==> config.mk <==
export PLATFORM = sky130hd
export DESIGN_NAME = lsl_lane_cfg
export DESIGN_NICKNAME = d
export VERILOG_FILES = /design/src/hw/lsl_pkg.sv /design/src/hw/lsl_cfg_if.sv /design/src/hw/lsl_lane_cfg.sv /design/src/hw/lsl_lane_mem.sv
export SDC_FILE = /design/constraint.sdc
export NUM_CORES = 1
export LEC_CHECK = 0
export ABC_AREA = 0
export ABC_CLOCK_PERIOD_IN_PS = 2400
export BUFFER_PORTS_ARGS = -buffer_cell sky130_fd_sc_hd__buf_4
export CAP_MARGIN = 30
export CORE_AREA = 2 2 254 256
export DETAILED_ROUTE_END_ITERATION = 16
export DIE_AREA = 0 0 256 258
export PLACE_DENSITY = 0.55
export SYNTH_ARGS = -nofsm -noshare
export SYNTH_HDL_FRONTEND = slang
export SYNTH_SLANG_ARGS = --single-unit
==> constraint.sdc <==
create_clock -name ref_clk -period 2.4 [get_ports ref_clk]
set_input_delay 0.36 -clock ref_clk [delete_from_list [all_inputs] [get_ports ref_clk]]
set_output_delay 0.36 -clock ref_clk [all_outputs]
set_load 0.02 [all_outputs]
==> src/hw/lsl_pkg.sv <==
// Purpose: Shared constants for the low-speed lane configuration bank
// Assumes: 16-bit management registers with 5-bit register addresses
// Notes: Field positions are bit indices inside each per-lane word
package lsl_pkg;
  localparam int LANE_CNT = 8;
  localparam int DATA_W = 16;
  localparam int ADDR_W = 5;
  localparam int SEL_W = 3;

  localparam logic [ADDR_W-1:0] ADDR_RATE_ENABLE = 5'h07;
  localparam logic [ADDR_W-1:0] ADDR_POLARITY_EQ = 5'h08;

  localparam logic [DATA_W-1:0] RST_RATE_ENABLE = 16'hDD05;
  localparam logic [DATA_W-1:0] RST_POLARITY_EQ = 16'h000D;

  // Rate and enable word
  localparam int AMP_MSB = 14;
  localparam int AMP_LSB = 12;
  localparam int LOS_BIT = 11;
  localparam int TXEN_BIT = 10;
  localparam int TXRATE_MSB = 9;
  localparam int TXRATE_LSB = 8;
  localparam int DE_MSB = 7;
  localparam int DE_LSB = 4;
  localparam int RXEN_BIT = 2;
  localparam int RXRATE_MSB = 1;
  localparam int RXRATE_LSB = 0;

  // Polarity and equalizer word
  localparam int RXSWAP_BIT = 15;
  localparam int TXSWAP_BIT = 14;
  localparam int EQ_MSB = 11;
  localparam int EQ_LSB = 8;
  localparam int RSVD_MSB = 7;
  localparam int RSVD_LSB = 0;
  localparam logic [7:0] RST_RSVD = 8'h0D;

  localparam logic [1:0] RATE_FULL = 2'h0;
  localparam logic [1:0] RATE_HALF = 2'h1;
  localparam logic [1:0] RATE_QUARTER = 2'h2;
  localparam logic [1:0] RATE_RESERVED = 2'h3;
  localparam logic [2:0] AMP_DEFAULT = 3'h5;

  localparam logic [3:0] EQ_MAX_GAIN = 4'h0;
  localparam logic [3:0] EQ_ADAPTIVE = 4'h1;
  localparam logic [3:0] EQ_STEP_FIRST = 4'h8;

  localparam logic [7:0] MULT_RESERVED = 8'h00;
endpackage

==> src/hw/lsl_cfg_if.sv <==
// Purpose: Carrier between the register front end and the lane storage
// Assumes: One write port with a lane mask, one registered read port
// Notes: Storage words are visible in parallel for the lane outputs
`timescale 1ns/1ps
`default_nettype none
interface lsl_cfg_if #(parameter int LANES = lsl_pkg::LANE_CNT);
  logic [LANES-1:0] wr_lane_mask;
  logic wr_reg;
  logic [lsl_pkg::DATA_W-1:0] wr_data;
  logic [lsl_pkg::SEL_W-1:0] rd_lane;
  logic rd_reg;
  logic [lsl_pkg::DATA_W-1:0] rd_data;
  logic [LANES-1:0][lsl_pkg::DATA_W-1:0] cfg_a;
  logic [LANES-1:0][lsl_pkg::DATA_W-1:0] cfg_b;

  modport ctrl (
    output wr_lane_mask, wr_reg, wr_data, rd_lane, rd_reg,
    input rd_data, cfg_a, cfg_b
  );
  modport mem (
    input wr_lane_mask, wr_reg, wr_data, rd_lane, rd_reg,
    output rd_data, cfg_a, cfg_b
  );
endinterface
`default_nettype wire

==> src/hw/lsl_lane_cfg.sv <==
// Purpose: Per-lane low-speed serdes configuration bank and PLL code decode
// Assumes: Register strobes, lane select and power-down pins are synchronous
// Notes: Lane outputs lag the stored words and the pins by one clock
//
// What this block does
// Decode the 4-bit PLL multiplier code; unlisted codes flagged reserved.
// Hold 3-bit output amplitude per lane in bits 14:12, reset 101.
// Bit 11 enables loss-of-signal detection per lane, reset 1.
// Bit 10 enables transmit lane; power-down pin or global down forces off.
// Bit 2 enables receive lane; power-down pin or global down forces off.
// Bits 9:8 set transmit rate full, half, quarter; 11 reserved.
// Bits 1:0 set receive rate with the same encoding; 11 reserved.
// Hold 4-bit de-emphasis code in bits 7:4, reset zero.
// Second word bit 15 swaps receive output polarity.
// Second word bit 14 inverts transmit input polarity.
// Decode equalizer bits 11:8: max gain, adaptive, reserved, stepped zero.
// Second word bits 7:0 are plain storage resetting to 00001101.
// Global write updates all lanes; otherwise only the selected lane.
// Each lane keeps its own copy; reads return the selected lane.
`timescale 1ns/1ps
`default_nettype none
module lsl_lane_cfg #(
  parameter int LANES = lsl_pkg::LANE_CNT
) (
  input wire logic ref_clk,
  input wire logic reset_n,
  input wire logic [lsl_pkg::ADDR_W-1:0] reg_addr,
  input wire logic reg_wr_en,
  input wire logic reg_rd_en,
  input wire logic [lsl_pkg::DATA_W-1:0] reg_wdata,
  output logic [lsl_pkg::DATA_W-1:0] reg_rdata,
  output logic reg_rd_valid,
  input wire logic all_lanes_write_en,
  input wire logic [lsl_pkg::SEL_W-1:0] lane_select,
  input wire logic global_power_down,
  input wire logic [LANES-1:0] lane_power_down_n,
  input wire logic [3:0] slow_pll_multiplier_code,
  output logic [7:0] pll_multiplier_halves,
  output logic pll_multiplier_reserved,
  output logic [LANES-1:0] lane_tx_channel_enable,
  output logic [LANES-1:0] lane_rx_channel_enable,
  output logic [2*LANES-1:0] lane_tx_rate_divide,
  output logic [2*LANES-1:0] lane_rx_rate_divide,
  output logic [LANES-1:0] lane_rate_reserved,
  output logic [3*LANES-1:0] lane_output_amplitude,
  output logic [LANES-1:0] lane_signal_loss_detect_en,
  output logic [4*LANES-1:0] lane_deemphasis_code,
  output logic [LANES-1:0] lane_rx_polarity_swap,
  output logic [LANES-1:0] lane_tx_polarity_swap,
  output logic [4*LANES-1:0] lane_equalizer_code,
  output logic [LANES-1:0] lane_eq_max_gain,
  output logic [LANES-1:0] lane_eq_adaptive,
  output logic [LANES-1:0] lane_eq_reserved,
  output logic [10:0] sel_amplitude_mv,
  output logic [12:0] sel_deemph_centipct,
  output logic [8:0] sel_eq_zero_mhz
);
  import lsl_pkg::*;

  if (LANES < 1 || LANES > (1 << SEL_W)) begin : g_lane_check
    $error("LANES must lie between 1 and 8");
  end

  // Multiplier in half steps so that 12.5x stays exact
  function automatic logic [7:0] mult_halves(input logic [3:0] code);
    case (code)
      4'h0: mult_halves = 8'h08;
      4'h1: mult_halves = 8'h0A;
      4'h2: mult_halves = 8'h0C;
      4'h4: mult_halves = 8'h10;
      4'h5: mult_halves = 8'h14;
      4'h6: mult_halves = 8'h18;
      4'h7: mult_halves = 8'h19;
      4'h8: mult_halves = 8'h1E;
      4'h9: mult_halves = 8'h28;
      4'hA: mult_halves = 8'h32;
      4'hD: mult_halves = 8'h64;
      4'hE: mult_halves = 8'h82;
      default: mult_halves = MULT_RESERVED;
    endcase
  endfunction

  // Typical differential peak-to-peak swing
  function automatic logic [10:0] amp_mv(input logic [2:0] code);
    case (code)
      3'h0: amp_mv = 11'h0BE;
      3'h1: amp_mv = 11'h17C;
      3'h2: amp_mv = 11'h230;
      3'h3: amp_mv = 11'h2C6;
      3'h4: amp_mv = 11'h352;
      3'h5: amp_mv = 11'h3B6;
      3'h6: amp_mv = 11'h3F2;
      default: amp_mv = 11'h41A;
    endcase
  endfunction

  // Amplitude reduction in hundredths of a percent
  function automatic logic [12:0] deemph_centipct(input logic [3:0] code);
    case (code)
      4'h0: deemph_centipct = 13'h0000;
      4'h1: deemph_centipct = 13'h01DC;
      4'h2: deemph_centipct = 13'h03B8;
      4'h3: deemph_centipct = 13'h0594;
      4'h4: deemph_centipct = 13'h0770;
      4'h5: deemph_centipct = 13'h094C;
      4'h6: deemph_centipct = 13'h0B28;
      4'h7: deemph_centipct = 13'h0D04;
      4'h8: deemph_centipct = 13'h0EE0;
      4'h9: deemph_centipct = 13'h10BD;
      4'hA: deemph_centipct = 13'h1299;
      4'hB: deemph_centipct = 13'h1476;
      4'hC: deemph_centipct = 13'h1652;
      4'hD: deemph_centipct = 13'h182E;
      4'hE: deemph_centipct = 13'h1A0A;
      default: deemph_centipct = 13'h1BE6;
    endcase
  endfunction

  // Zero frequency of the stepped adaptive range; zero outside it
  function automatic logic [8:0] eq_zero_mhz(input logic [3:0] code);
    case (code)
      4'h8: eq_zero_mhz = 9'h16D;
      4'h9: eq_zero_mhz = 9'h113;
      4'hA: eq_zero_mhz = 9'h0C3;
      4'hB: eq_zero_mhz = 9'h08C;
      4'hC: eq_zero_mhz = 9'h069;
      4'hD: eq_zero_mhz = 9'h04B;
      4'hE: eq_zero_mhz = 9'h037;
      4'hF: eq_zero_mhz = 9'h032;
      default: eq_zero_mhz = 9'h000;
    endcase
  endfunction

  lsl_cfg_if #(.LANES(LANES)) mem_if ();

  lsl_lane_mem #(.LANES(LANES)) u_mem (
    .ref_clk(ref_clk),
    .reset_n(reset_n),
    .cfg(mem_if.mem)
  );

  // Register decode
  wire hit_a = (reg_addr == ADDR_RATE_ENABLE);
  wire hit_b = (reg_addr == ADDR_POLARITY_EQ);
  wire sel_valid = (32'(lane_select) < LANES);
  wire wr_hit = reg_wr_en && (hit_a || hit_b);
  wire rd_hit = reg_rd_en && (hit_a || hit_b) && sel_valid;
  wire [LANES-1:0] one_lane = {{(LANES-1){1'b0}}, 1'b1} << lane_select;
  wire [LANES-1:0] lane_mask = all_lanes_write_en ? {LANES{1'b1}} :
                               (sel_valid ? one_lane : {LANES{1'b0}});

  assign mem_if.wr_lane_mask = wr_hit ? lane_mask : {LANES{1'b0}};
  assign mem_if.wr_reg = hit_b;
  assign mem_if.wr_data = reg_wdata;
  // Out-of-range select reads lane 0 internally, but the answer is forced to zero
  assign mem_if.rd_lane = sel_valid ? lane_select : '0;
  assign mem_if.rd_reg = hit_b;

  logic rd_stage;
  logic rd_stage_hit;

  // Lane decode into next values
  logic [LANES-1:0] next_tx_en;
  logic [LANES-1:0] next_rx_en;
  logic [2*LANES-1:0] next_tx_rate;
  logic [2*LANES-1:0] next_rx_rate;
  logic [LANES-1:0] next_rate_rsvd;
  logic [3*LANES-1:0] next_amp;
  logic [LANES-1:0] next_los;
  logic [4*LANES-1:0] next_de;
  logic [LANES-1:0] next_rx_swap;
  logic [LANES-1:0] next_tx_swap;
  logic [4*LANES-1:0] next_eq;
  logic [LANES-1:0] next_eq_max;
  logic [LANES-1:0] next_eq_adapt;
  logic [LANES-1:0] next_eq_rsvd;

  for (genvar l = 0; l < LANES; l++) begin : g_lane
    wire [DATA_W-1:0] wa = mem_if.cfg_a[l];
    wire [DATA_W-1:0] wb = mem_if.cfg_b[l];
    wire lane_up = lane_power_down_n[l] && !global_power_down;
    wire [3:0] eq = wb[EQ_MSB:EQ_LSB];
    assign next_tx_en[l] = wa[TXEN_BIT] && lane_up;
    assign next_rx_en[l] = wa[RXEN_BIT] && lane_up;
    assign next_tx_rate[2*l+:2] = wa[TXRATE_MSB:TXRATE_LSB];
    assign next_rx_rate[2*l+:2] = wa[RXRATE_MSB:RXRATE_LSB];
    assign next_rate_rsvd[l] = (wa[TXRATE_MSB:TXRATE_LSB] == RATE_RESERVED) ||
                               (wa[RXRATE_MSB:RXRATE_LSB] == RATE_RESERVED);
    assign next_amp[3*l+:3] = wa[AMP_MSB:AMP_LSB];
    assign next_los[l] = wa[LOS_BIT];
    assign next_de[4*l+:4] = wa[DE_MSB:DE_LSB];
    assign next_rx_swap[l] = wb[RXSWAP_BIT];
    assign next_tx_swap[l] = wb[TXSWAP_BIT];
    assign next_eq[4*l+:4] = eq;
    assign next_eq_max[l] = (eq == EQ_MAX_GAIN);
    assign next_eq_adapt[l] = (eq == EQ_ADAPTIVE) || (eq >= EQ_STEP_FIRST);
    assign next_eq_rsvd[l] = (eq > EQ_ADAPTIVE) && (eq < EQ_STEP_FIRST);
  end

  // Readout of the selected lane in physical units
  wire [DATA_W-1:0] sel_a = mem_if.cfg_a[mem_if.rd_lane];
  wire [DATA_W-1:0] sel_b = mem_if.cfg_b[mem_if.rd_lane];
  wire [10:0] next_sel_amp = amp_mv(sel_a[AMP_MSB:AMP_LSB]);
  wire [12:0] next_sel_de = deemph_centipct(sel_a[DE_MSB:DE_LSB]);
  wire [8:0] next_sel_eq = eq_zero_mhz(sel_b[EQ_MSB:EQ_LSB]);
  wire [7:0] next_mult = mult_halves(slow_pll_multiplier_code);

  always_ff @(posedge ref_clk) begin
    if (!reset_n) begin
      rd_stage <= 1'b0;
      rd_stage_hit <= 1'b0;
      reg_rd_valid <= 1'b0;
      reg_rdata <= '0;
    end else begin
      rd_stage <= reg_rd_en;
      rd_stage_hit <= rd_hit;
      reg_rd_valid <= rd_stage;
      // Unmapped address or absent lane answers zero
      reg_rdata <= rd_stage_hit ? mem_if.rd_data : '0;
    end
  end

  always_ff @(posedge ref_clk) begin
    if (!reset_n) begin
      pll_multiplier_halves <= MULT_RESERVED;
      pll_multiplier_reserved <= 1'b1;
      sel_amplitude_mv <= '0;
      sel_deemph_centipct <= '0;
      sel_eq_zero_mhz <= '0;
    end else begin
      pll_multiplier_halves <= next_mult;
      pll_multiplier_reserved <= (next_mult == MULT_RESERVED);
      sel_amplitude_mv <= next_sel_amp;
      sel_deemph_centipct <= next_sel_de;
      sel_eq_zero_mhz <= next_sel_eq;
    end
  end

  // Reset images follow the stored defaults, except the channel enables, which reset low and rise after release
  always_ff @(posedge ref_clk) begin
    if (!reset_n) begin
      lane_tx_channel_enable <= '0;
      lane_rx_channel_enable <= '0;
      lane_tx_rate_divide <= {LANES{RATE_HALF}};
      lane_rx_rate_divide <= {LANES{RATE_HALF}};
      lane_rate_reserved <= '0;
      lane_output_amplitude <= {LANES{AMP_DEFAULT}};
      lane_signal_loss_detect_en <= {LANES{1'b1}};
      lane_deemphasis_code <= '0;
      lane_rx_polarity_swap <= '0;
      lane_tx_polarity_swap <= '0;
      lane_equalizer_code <= {LANES{EQ_MAX_GAIN}};
      lane_eq_max_gain <= {LANES{1'b1}};
      lane_eq_adaptive <= '0;
      lane_eq_reserved <= '0;
    end else begin
      lane_tx_channel_enable <= next_tx_en;
      lane_rx_channel_enable <= next_rx_en;
      lane_tx_rate_divide <= next_tx_rate;
      lane_rx_rate_divide <= next_rx_rate;
      lane_rate_reserved <= next_rate_rsvd;
      lane_output_amplitude <= next_amp;
      lane_signal_loss_detect_en <= next_los;
      lane_deemphasis_code <= next_de;
      lane_rx_polarity_swap <= next_rx_swap;
      lane_tx_polarity_swap <= next_tx_swap;
      lane_equalizer_code <= next_eq;
      lane_eq_max_gain <= next_eq_max;
      lane_eq_adaptive <= next_eq_adapt;
      lane_eq_reserved <= next_eq_rsvd;
    end
  end
endmodule
`default_nettype wire

==> src/hw/lsl_lane_mem.sv <==
// Purpose: Per-lane copies of the two lane configuration words
// Assumes: Caller keeps rd_lane below LANES
// Notes: Read data is registered; a write and read in one cycle reads old data
`timescale 1ns/1ps
`default_nettype none
module lsl_lane_mem #(
  parameter int LANES = lsl_pkg::LANE_CNT
) (
  input wire logic ref_clk,
  input wire logic reset_n,
  lsl_cfg_if.mem cfg
);
  import lsl_pkg::*;

  always_ff @(posedge ref_clk) begin
    if (!reset_n) begin
      cfg.cfg_a <= {LANES{RST_RATE_ENABLE}};
      cfg.cfg_b <= {LANES{RST_POLARITY_EQ}};
      cfg.rd_data <= '0;
    end else begin
      for (int l = 0; l < LANES; l++) begin
        if (cfg.wr_lane_mask[l] && !cfg.wr_reg) begin
          cfg.cfg_a[l] <= cfg.wr_data;
        end
        if (cfg.wr_lane_mask[l] && cfg.wr_reg) begin
          cfg.cfg_b[l] <= cfg.wr_data;
        end
      end
      cfg.rd_data <= cfg.rd_reg ? cfg.cfg_b[cfg.rd_lane] : cfg.cfg_a[cfg.rd_lane];
    end
  end
endmodule
`default_nettype wire

=== Word level (Yosys, flattened, before mapping) ===
Memory sizes are Yosys's and may differ from the RTL's. A register that Yosys moved wholly into a read port is not among the register bits.
Cells that the tools add are included.

* Bits in registers: 503
* Memory bits (read-only): 480
* Output and inout bits: 251
* Memories kept: 3

{| class="wikitable"
|+ Memory list
! name !! words !! bits a word !! rd ports !! clocked after memory_dff !! wr ports !! line !! source
|-
| (name not given) || 16 || 13 || 1 || 1 || 0 || lsl_lane_cfg.sv:99 || <nowiki>case (code)</nowiki>
|-
| (name not given) || 16 || 9 || 1 || 1 || 0 || lsl_lane_cfg.sv:121 || <nowiki>case (code)</nowiki>
|-
| (name not given) || 16 || 8 || 1 || 0 || 0 || lsl_lane_cfg.sv:66 || <nowiki>case (code)</nowiki>
|}

* Equality and inequality tests: 32
* Reduce and logical (&&, ||, !) cells: 82
* Magnitude comparators: 25
* Shift-type cells: 1
* Mux-type cells: 8

{| class="wikitable"
|+ Operators with widths
! cell !! count
|-
| binary-select mux 16 bit (select 3 bit) || 2
|-
| one-hot mux 11 bit (7 select lines) || 1
|-
| logical AND 1 bit || 50
|-
| 2-to-1 mux 16 bit || 3
|-
| == test 2 bit (second input constant) || 16
|-
| == test 4 x 1 -> 1 bit (second input constant) || 8
|-
| greater-or-equal comparator 4 bit (second input constant) || 8
|-
| greater-than comparator 4 x 1 -> 1 bit (second input constant) || 8
|-
| zero test 4 bit || 8
|-
| less-than comparator 4 bit (second input constant) || 8
|-
| logical OR 1 bit || 17
|-
| 2-to-1 mux 8 bit || 2
|-
| == test 3 bit (second input constant) || 3
|-
| zero test 8 bit || 1
|-
| left shift 1 x 3 -> 8 bit (first input constant) || 1
|-
| == test 3 x 2 -> 1 bit (second input constant) || 2
|-
| == test 5 x 3 -> 1 bit (second input constant) || 1
|-
| == test 5 x 4 -> 1 bit (second input constant) || 1
|-
| zero test 1 bit || 4
|-
| less-than comparator 3 x 4 -> 1 bit (second input constant) || 1
|-
| == test 3 x 1 -> 1 bit (second input constant) || 1
|-
| zero test 3 bit || 1
|-
| AND reduction 2 bit || 1
|}

=== Logic depth before layout (Yosys ltp) ===
* Depth in word-level cells: 5
* Depth in mapped cells: 10

=== Modules after synthesis ===
A second synthesis with hierarchy kept.

* Cells, all modules: 2126
* Area total of the unflattened synthesis: 20201.9 um^2

{| class="wikitable"
|+ Modules (own cells, without submodules)
! module !! area each (um^2) !! instances !! sequential area each (um^2) !! cells each
|-
| lsl_lane_mem || 11910.2 || 1 || 5445.2 || 1389
|-
| lsl_lane_cfg || 8291.7 || 1 || 5044.8 || 737
|}

=== Least setup slack after synthesis ===
No wires, ideal clock.

* Kind: in2reg
* Start point: input port lane_select[1] (netlist name)
* End point: register sel_deemph_centipct[10]
* Path slack: -0.094 ns
* Stages: 9
* Arrival: 2.399 ns
* Cells stage by stage: buf_6 -> buf_12 -> buf_6 -> mux4_2 -> mux2i_4 -> ha_1 -> inv_1 -> or4_1 -> o311ai_1

* Cells in the longest elaborated chain, start to end: 2

{| class="wikitable"
|+ Ends and longest elaborated chain
! element !! line !! source
|-
| start: declaration || lsl_lane_cfg.sv:34 || <nowiki>input wire logic [lsl_pkg::SEL_W-1:0] lane_select,</nowiki>
|-
| binary-select mux 16 bit (select 3 bit) || lsl_lane_cfg.sv:201 || <nowiki>wire [DATA_W-1:0] sel_a = mem_if.cfg_a[mem_if.rd_lane];</nowiki>
|-
| 2-to-1 mux 16 bit || - ||
|-
| end: declaration || lsl_lane_cfg.sv:55 || <nowiki>output logic [12:0] sel_deemph_centipct,</nowiki>
|}

Every way passes these cells. The select of a mux whose other input is x is not followed.
A chain may end at the register's enable or synchronous reset.

=== Final worst setup path ===
* Start point: register u_mem.cfg.cfg_a[52]
* End point: register sel_deemph_centipct[10]

* Cells in the longest elaborated chain, start to end: 2

{| class="wikitable"
|+ Ends and longest elaborated chain
! element !! line !! source
|-
| start: declaration || lsl_cfg_if.sv:22 || <nowiki>output rd_data, cfg_a, cfg_b</nowiki>
|-
| start signal: assignment || lsl_lane_mem.sv:17 || <nowiki>cfg.cfg_a <= {LANES{RST_RATE_ENABLE}};</nowiki>
|-
| start signal: indexed assignment || lsl_lane_mem.sv:23 || <nowiki>cfg.cfg_a[l] <= cfg.wr_data;</nowiki>
|-
| binary-select mux 16 bit (select 3 bit) || lsl_lane_cfg.sv:201 ||
|-
| 2-to-1 mux 16 bit || - ||
|}

Every way passes these cells. The select of a mux whose other input is x is not followed.

==> impl_metrics.py <==
metrics = {
    "status": {
        "status": "finished clean",
    },
    "power": {
        "p_comb_frac": 0.045,
        "leakagePower_nw": 11.6,
        "p_switching_mw": 4.17,
        "peakVddDrop_uv": 483,
        "p_sw_frac": 0.226,
        "p_int_mw": 14.3,
        "p_per_area_mw_per_mm2": 742,
        "clock_power_share": 0.477,
        "pwr-share-seq": 0.477,
    },
    "sta": {
        "hold_viol": 0,
        "setup_viol": 0,
        "worstMarginPinSlew_ns": 0.836,
        "slew_headroom": 0.441,
        "slew_viol_final": 0,
        "fin_worst_skew_ns": 0.0242,
        "clock.fmax_mhz": 468,
        "hold_slack_ns": 0.0390,
        "period_minus_slack_ns": 2.13,
        "rsz0062_at_grt": "no",
        "post-route-period-util": 0.890,
    },
    "clock_tree": {
        "ctsHoldBuffers": 8,
        "cts_resized": 0,
        "clk_path_buf_depth": 3,
        "cts_tree": "built",
        "clk_latency_ns": 0.63,
        "cts-root-buf": "clkbuf_16",
        "clock_sinks": 524,
        "path_clk_slew_ns": 0.07,
        "postCtsSetupRepairBufs": 0,
        "ctsHtreeMaxLevel": 2,
        "cts_inserted_buffers": 56,
    },
    "hold_path": {
        "min_path_type": "in2reg",
        "holdCritStartpoint": "reset_n",
        "worstHoldEndpoint": "u_mem.cfg.cfg_a[107]",
        "min_path_cells": 2,
    },
    "worst_setup_path": {
        "r2r_slack_ns": 0.27,
        "cp.arrival_ns": 2.65,
        "ff2ff_path_depth": 7,
        "rr_startpoint": "u_mem.cfg.cfg_a[52]",
        "critPathLaunchType": "flop",
        "r2r-end": "sel_deemph_centipct[10]",
        "crit_fanout": 8,
        "critPathKind": "reg2reg",
        "required_ns": 2.91,
        "cp-end-kind": "flop",
    },
    "floorplanning": {
        "die_area_mm2": 0.0660,
        "start_util": 0.305,
        "row_count": 93,
        "core_area_mm2": 0.0636,
        "die_h_um": 258,
        "die_w_um": 256,
        "ios": 293,
    },
    "synth": {
        "synth-edff-count": 0,
        "synth.ff_latch_count": 524,
        "syn_area_mm2": 0.0194,
        "yosysSeqAreaShare": 0.541,
        "ys.flop_type": "dfxtp_1",
        "ys_top_cells_by_area": "dfxtp_1 (54%), mux2i_1 (14%), mux4_2 (7.4%)",
        "yosysWarnings": 0,
        "synth_nets": 1725,
        "synth_common_cells": "dfxtp_1 (524), mux2i_1 (266), nor2_1 (203)",
        "async_reset_ff_frac": 0,
        "ys_types": 62,
        "synth_area_leader_cell": "dfxtp_1",
        "synthCells": 1667,
        "yosysMostFrequentCell": "dfxtp_1",
        "syn_avg_cell_area_um2": 11.6,
        "netlist.area_leader.share": 0.541,
    },
    "cells_and_area": {
        "fin_cells": 2866,
        "synthToLayoutAreaGrowth_pct": 28.3,
        "fin_nets": 2021,
        "drive_gt1_frac": 0.277,
    },
    "route": {
        "routed_wl_mm": 57.1,
        "ant_nets": 0,
        "viasPerCell": 4.60,
        "drc": 0,
        "vias": 13180,
        "drt_iter0_drc": 742,
        "routedWlPerCell_um": 19.9,
        "dr.pass1.iters": 5,
    },
    "global_route": {
        "grt_pass1_wl_mm": 86.5,
        "grt_max_degree": 161,
        "antenna_found_initial": 3,
        "grt-ovfl-total": 0,
        "track_usage": 0.171,
        "grt_pass1_vias": 13601,
    },
    "placement": {
        "gp_congestion": 0.804,
        "io_buffers": 291,
        "post-dp-hpwl_mm": 39.2,
        "dp.cells": 2752,
    },
    "run": {
        "max_cap_viol_count": 0,
    },
}
metal layers:
metal | share of wire | track usage
met1 | 0.45 | 0.221
met2 | 0.48 | 0.292
met3 | 0.044 | 0.0324
met4 | 0.023 | 0.0440
met5 | 0 | 0
placed cells by master (no fill, tap or decap), drive strengths merged, types with 22 or more instances in the layout:
| master | netlist | layout |
|---|---|---|
| a21oi | 22 | 22 |
| and2 | 116 | 116 |
| and3 | 34 | 34 |
| buf | 50 | 353 |
| clkbuf | 74 | 86 |
| dfxtp | 524 | 524 |
| mux2i | 275 | 275 |
| mux4 | 67 | 67 |
| nand2 | 102 | 102 |
| nand2b | 43 | 43 |
| nor2 | 203 | 203 |
power groups by stage:
stage	logic, mW	registers, mW	clock network (mW)
after global routing	0.901	8.81	9.41
after floorplan	0.452	9.04	0
after detailed placement	0.835	9.00	0
after CTS	0.848	8.81	9.07
after global placement	0.824	9.00	0
final	0.838	8.81	8.80
flip-flops by register name, indices dropped and copies added, names as in the netlist, 9 cells and up:
| signal | flops |
|---|---|
| u_mem.cfg.cfg_a | 128 |
| lane_rx_rate_divide | 16 |
| u_mem.cfg.rd_data | 16 |
| sel_deemph_centipct | 13 |
| lane_output_amplitude | 24 |
| lane_deemphasis_code | 32 |
| sel_eq_zero_mhz | 9 |
| lane_equalizer_code | 32 |
| reg_rdata | 16 |
| u_mem.cfg.cfg_b | 128 |
| lane_tx_rate_divide | 16 |
| sel_amplitude_mv | 10 |
per-stage QoR:
stage / utilization / setup TNS (ns) / worst slack [ns] / instance area, um2 / power [mW]
2_1_floorplan: - / 0 / 0.00802 / 19400 / 9.49
3_3_place_gp: 0.359 / -0.0557 / -0.0557 / 22900 / 9.83
3_5_place_dp: 0.359 / -0.0812 / -0.0812 / 22900 / 9.84
4_1_cts: 0.391 / 0 / 0.258 / 24900 / 18.7
5_1_grt: 0.391 / 0 / 0.150 / 24900 / 19.1
6_report: 0.391 / 0 / 0.265 / 24900 / 18.5
critical path: stages (launching register included):
cell	delay, ns
dfxtp_1	0.33
mux4_1	0.55
mux2i_4	0.18
buf_12	0.16
ha_4	0.14
inv_2	0.04
or4_1	0.52
o311ai_1	0.10
kinds of logic (layout without fill, tap and decap cells):
group / after synthesis / count (layout) / share of synthesized area
simple gates: 542 / 542 / 0.137
flops: 524 / 524 / 0.541
mux: 348 / 348 / 0.230
buf+inv: 138 / 480 / 0.0378
compound gates: 94 / 94 / 0.0416
fa+ha+maj: 16 / 16 / 0.0107
xor+xnor: 4 / 4 / 0.00181
other cells: 1 / 3 / 0.000193
final cells by class:
type | count | area, um2
Sequential cell | 524 | 10500
Clock inverter | 19 | 228
Tap cell | 855 | 1070
Timing Repair Buffer | 362 | 3060
Multi-Input combinational cell | 1005 | 8280
Inverter | 14 | 57.6
Clock buffer | 85 | 1690
Antenna cell | 2 | 5.00
Fill cell | 6110 | 38800
worst max-delay path by stage:
stage | start | end | slack, ns
after floorplan | lane_select[1] | sel_deemph_centipct[10] | 0.008
after global placement | lane_select[1] | sel_amplitude_mv[7] | -0.06
after detailed placement | lane_select[1] | sel_amplitude_mv[7] | -0.08
after CTS | u_mem.cfg.cfg_a[52] | sel_deemph_centipct[10] | 0.26
after global routing | u_mem.cfg.cfg_a[101] | sel_deemph_centipct[7] | 0.15
final | u_mem.cfg.cfg_a[52] | sel_deemph_centipct[10] | 0.27
Power figures use the tool's default switching activity.
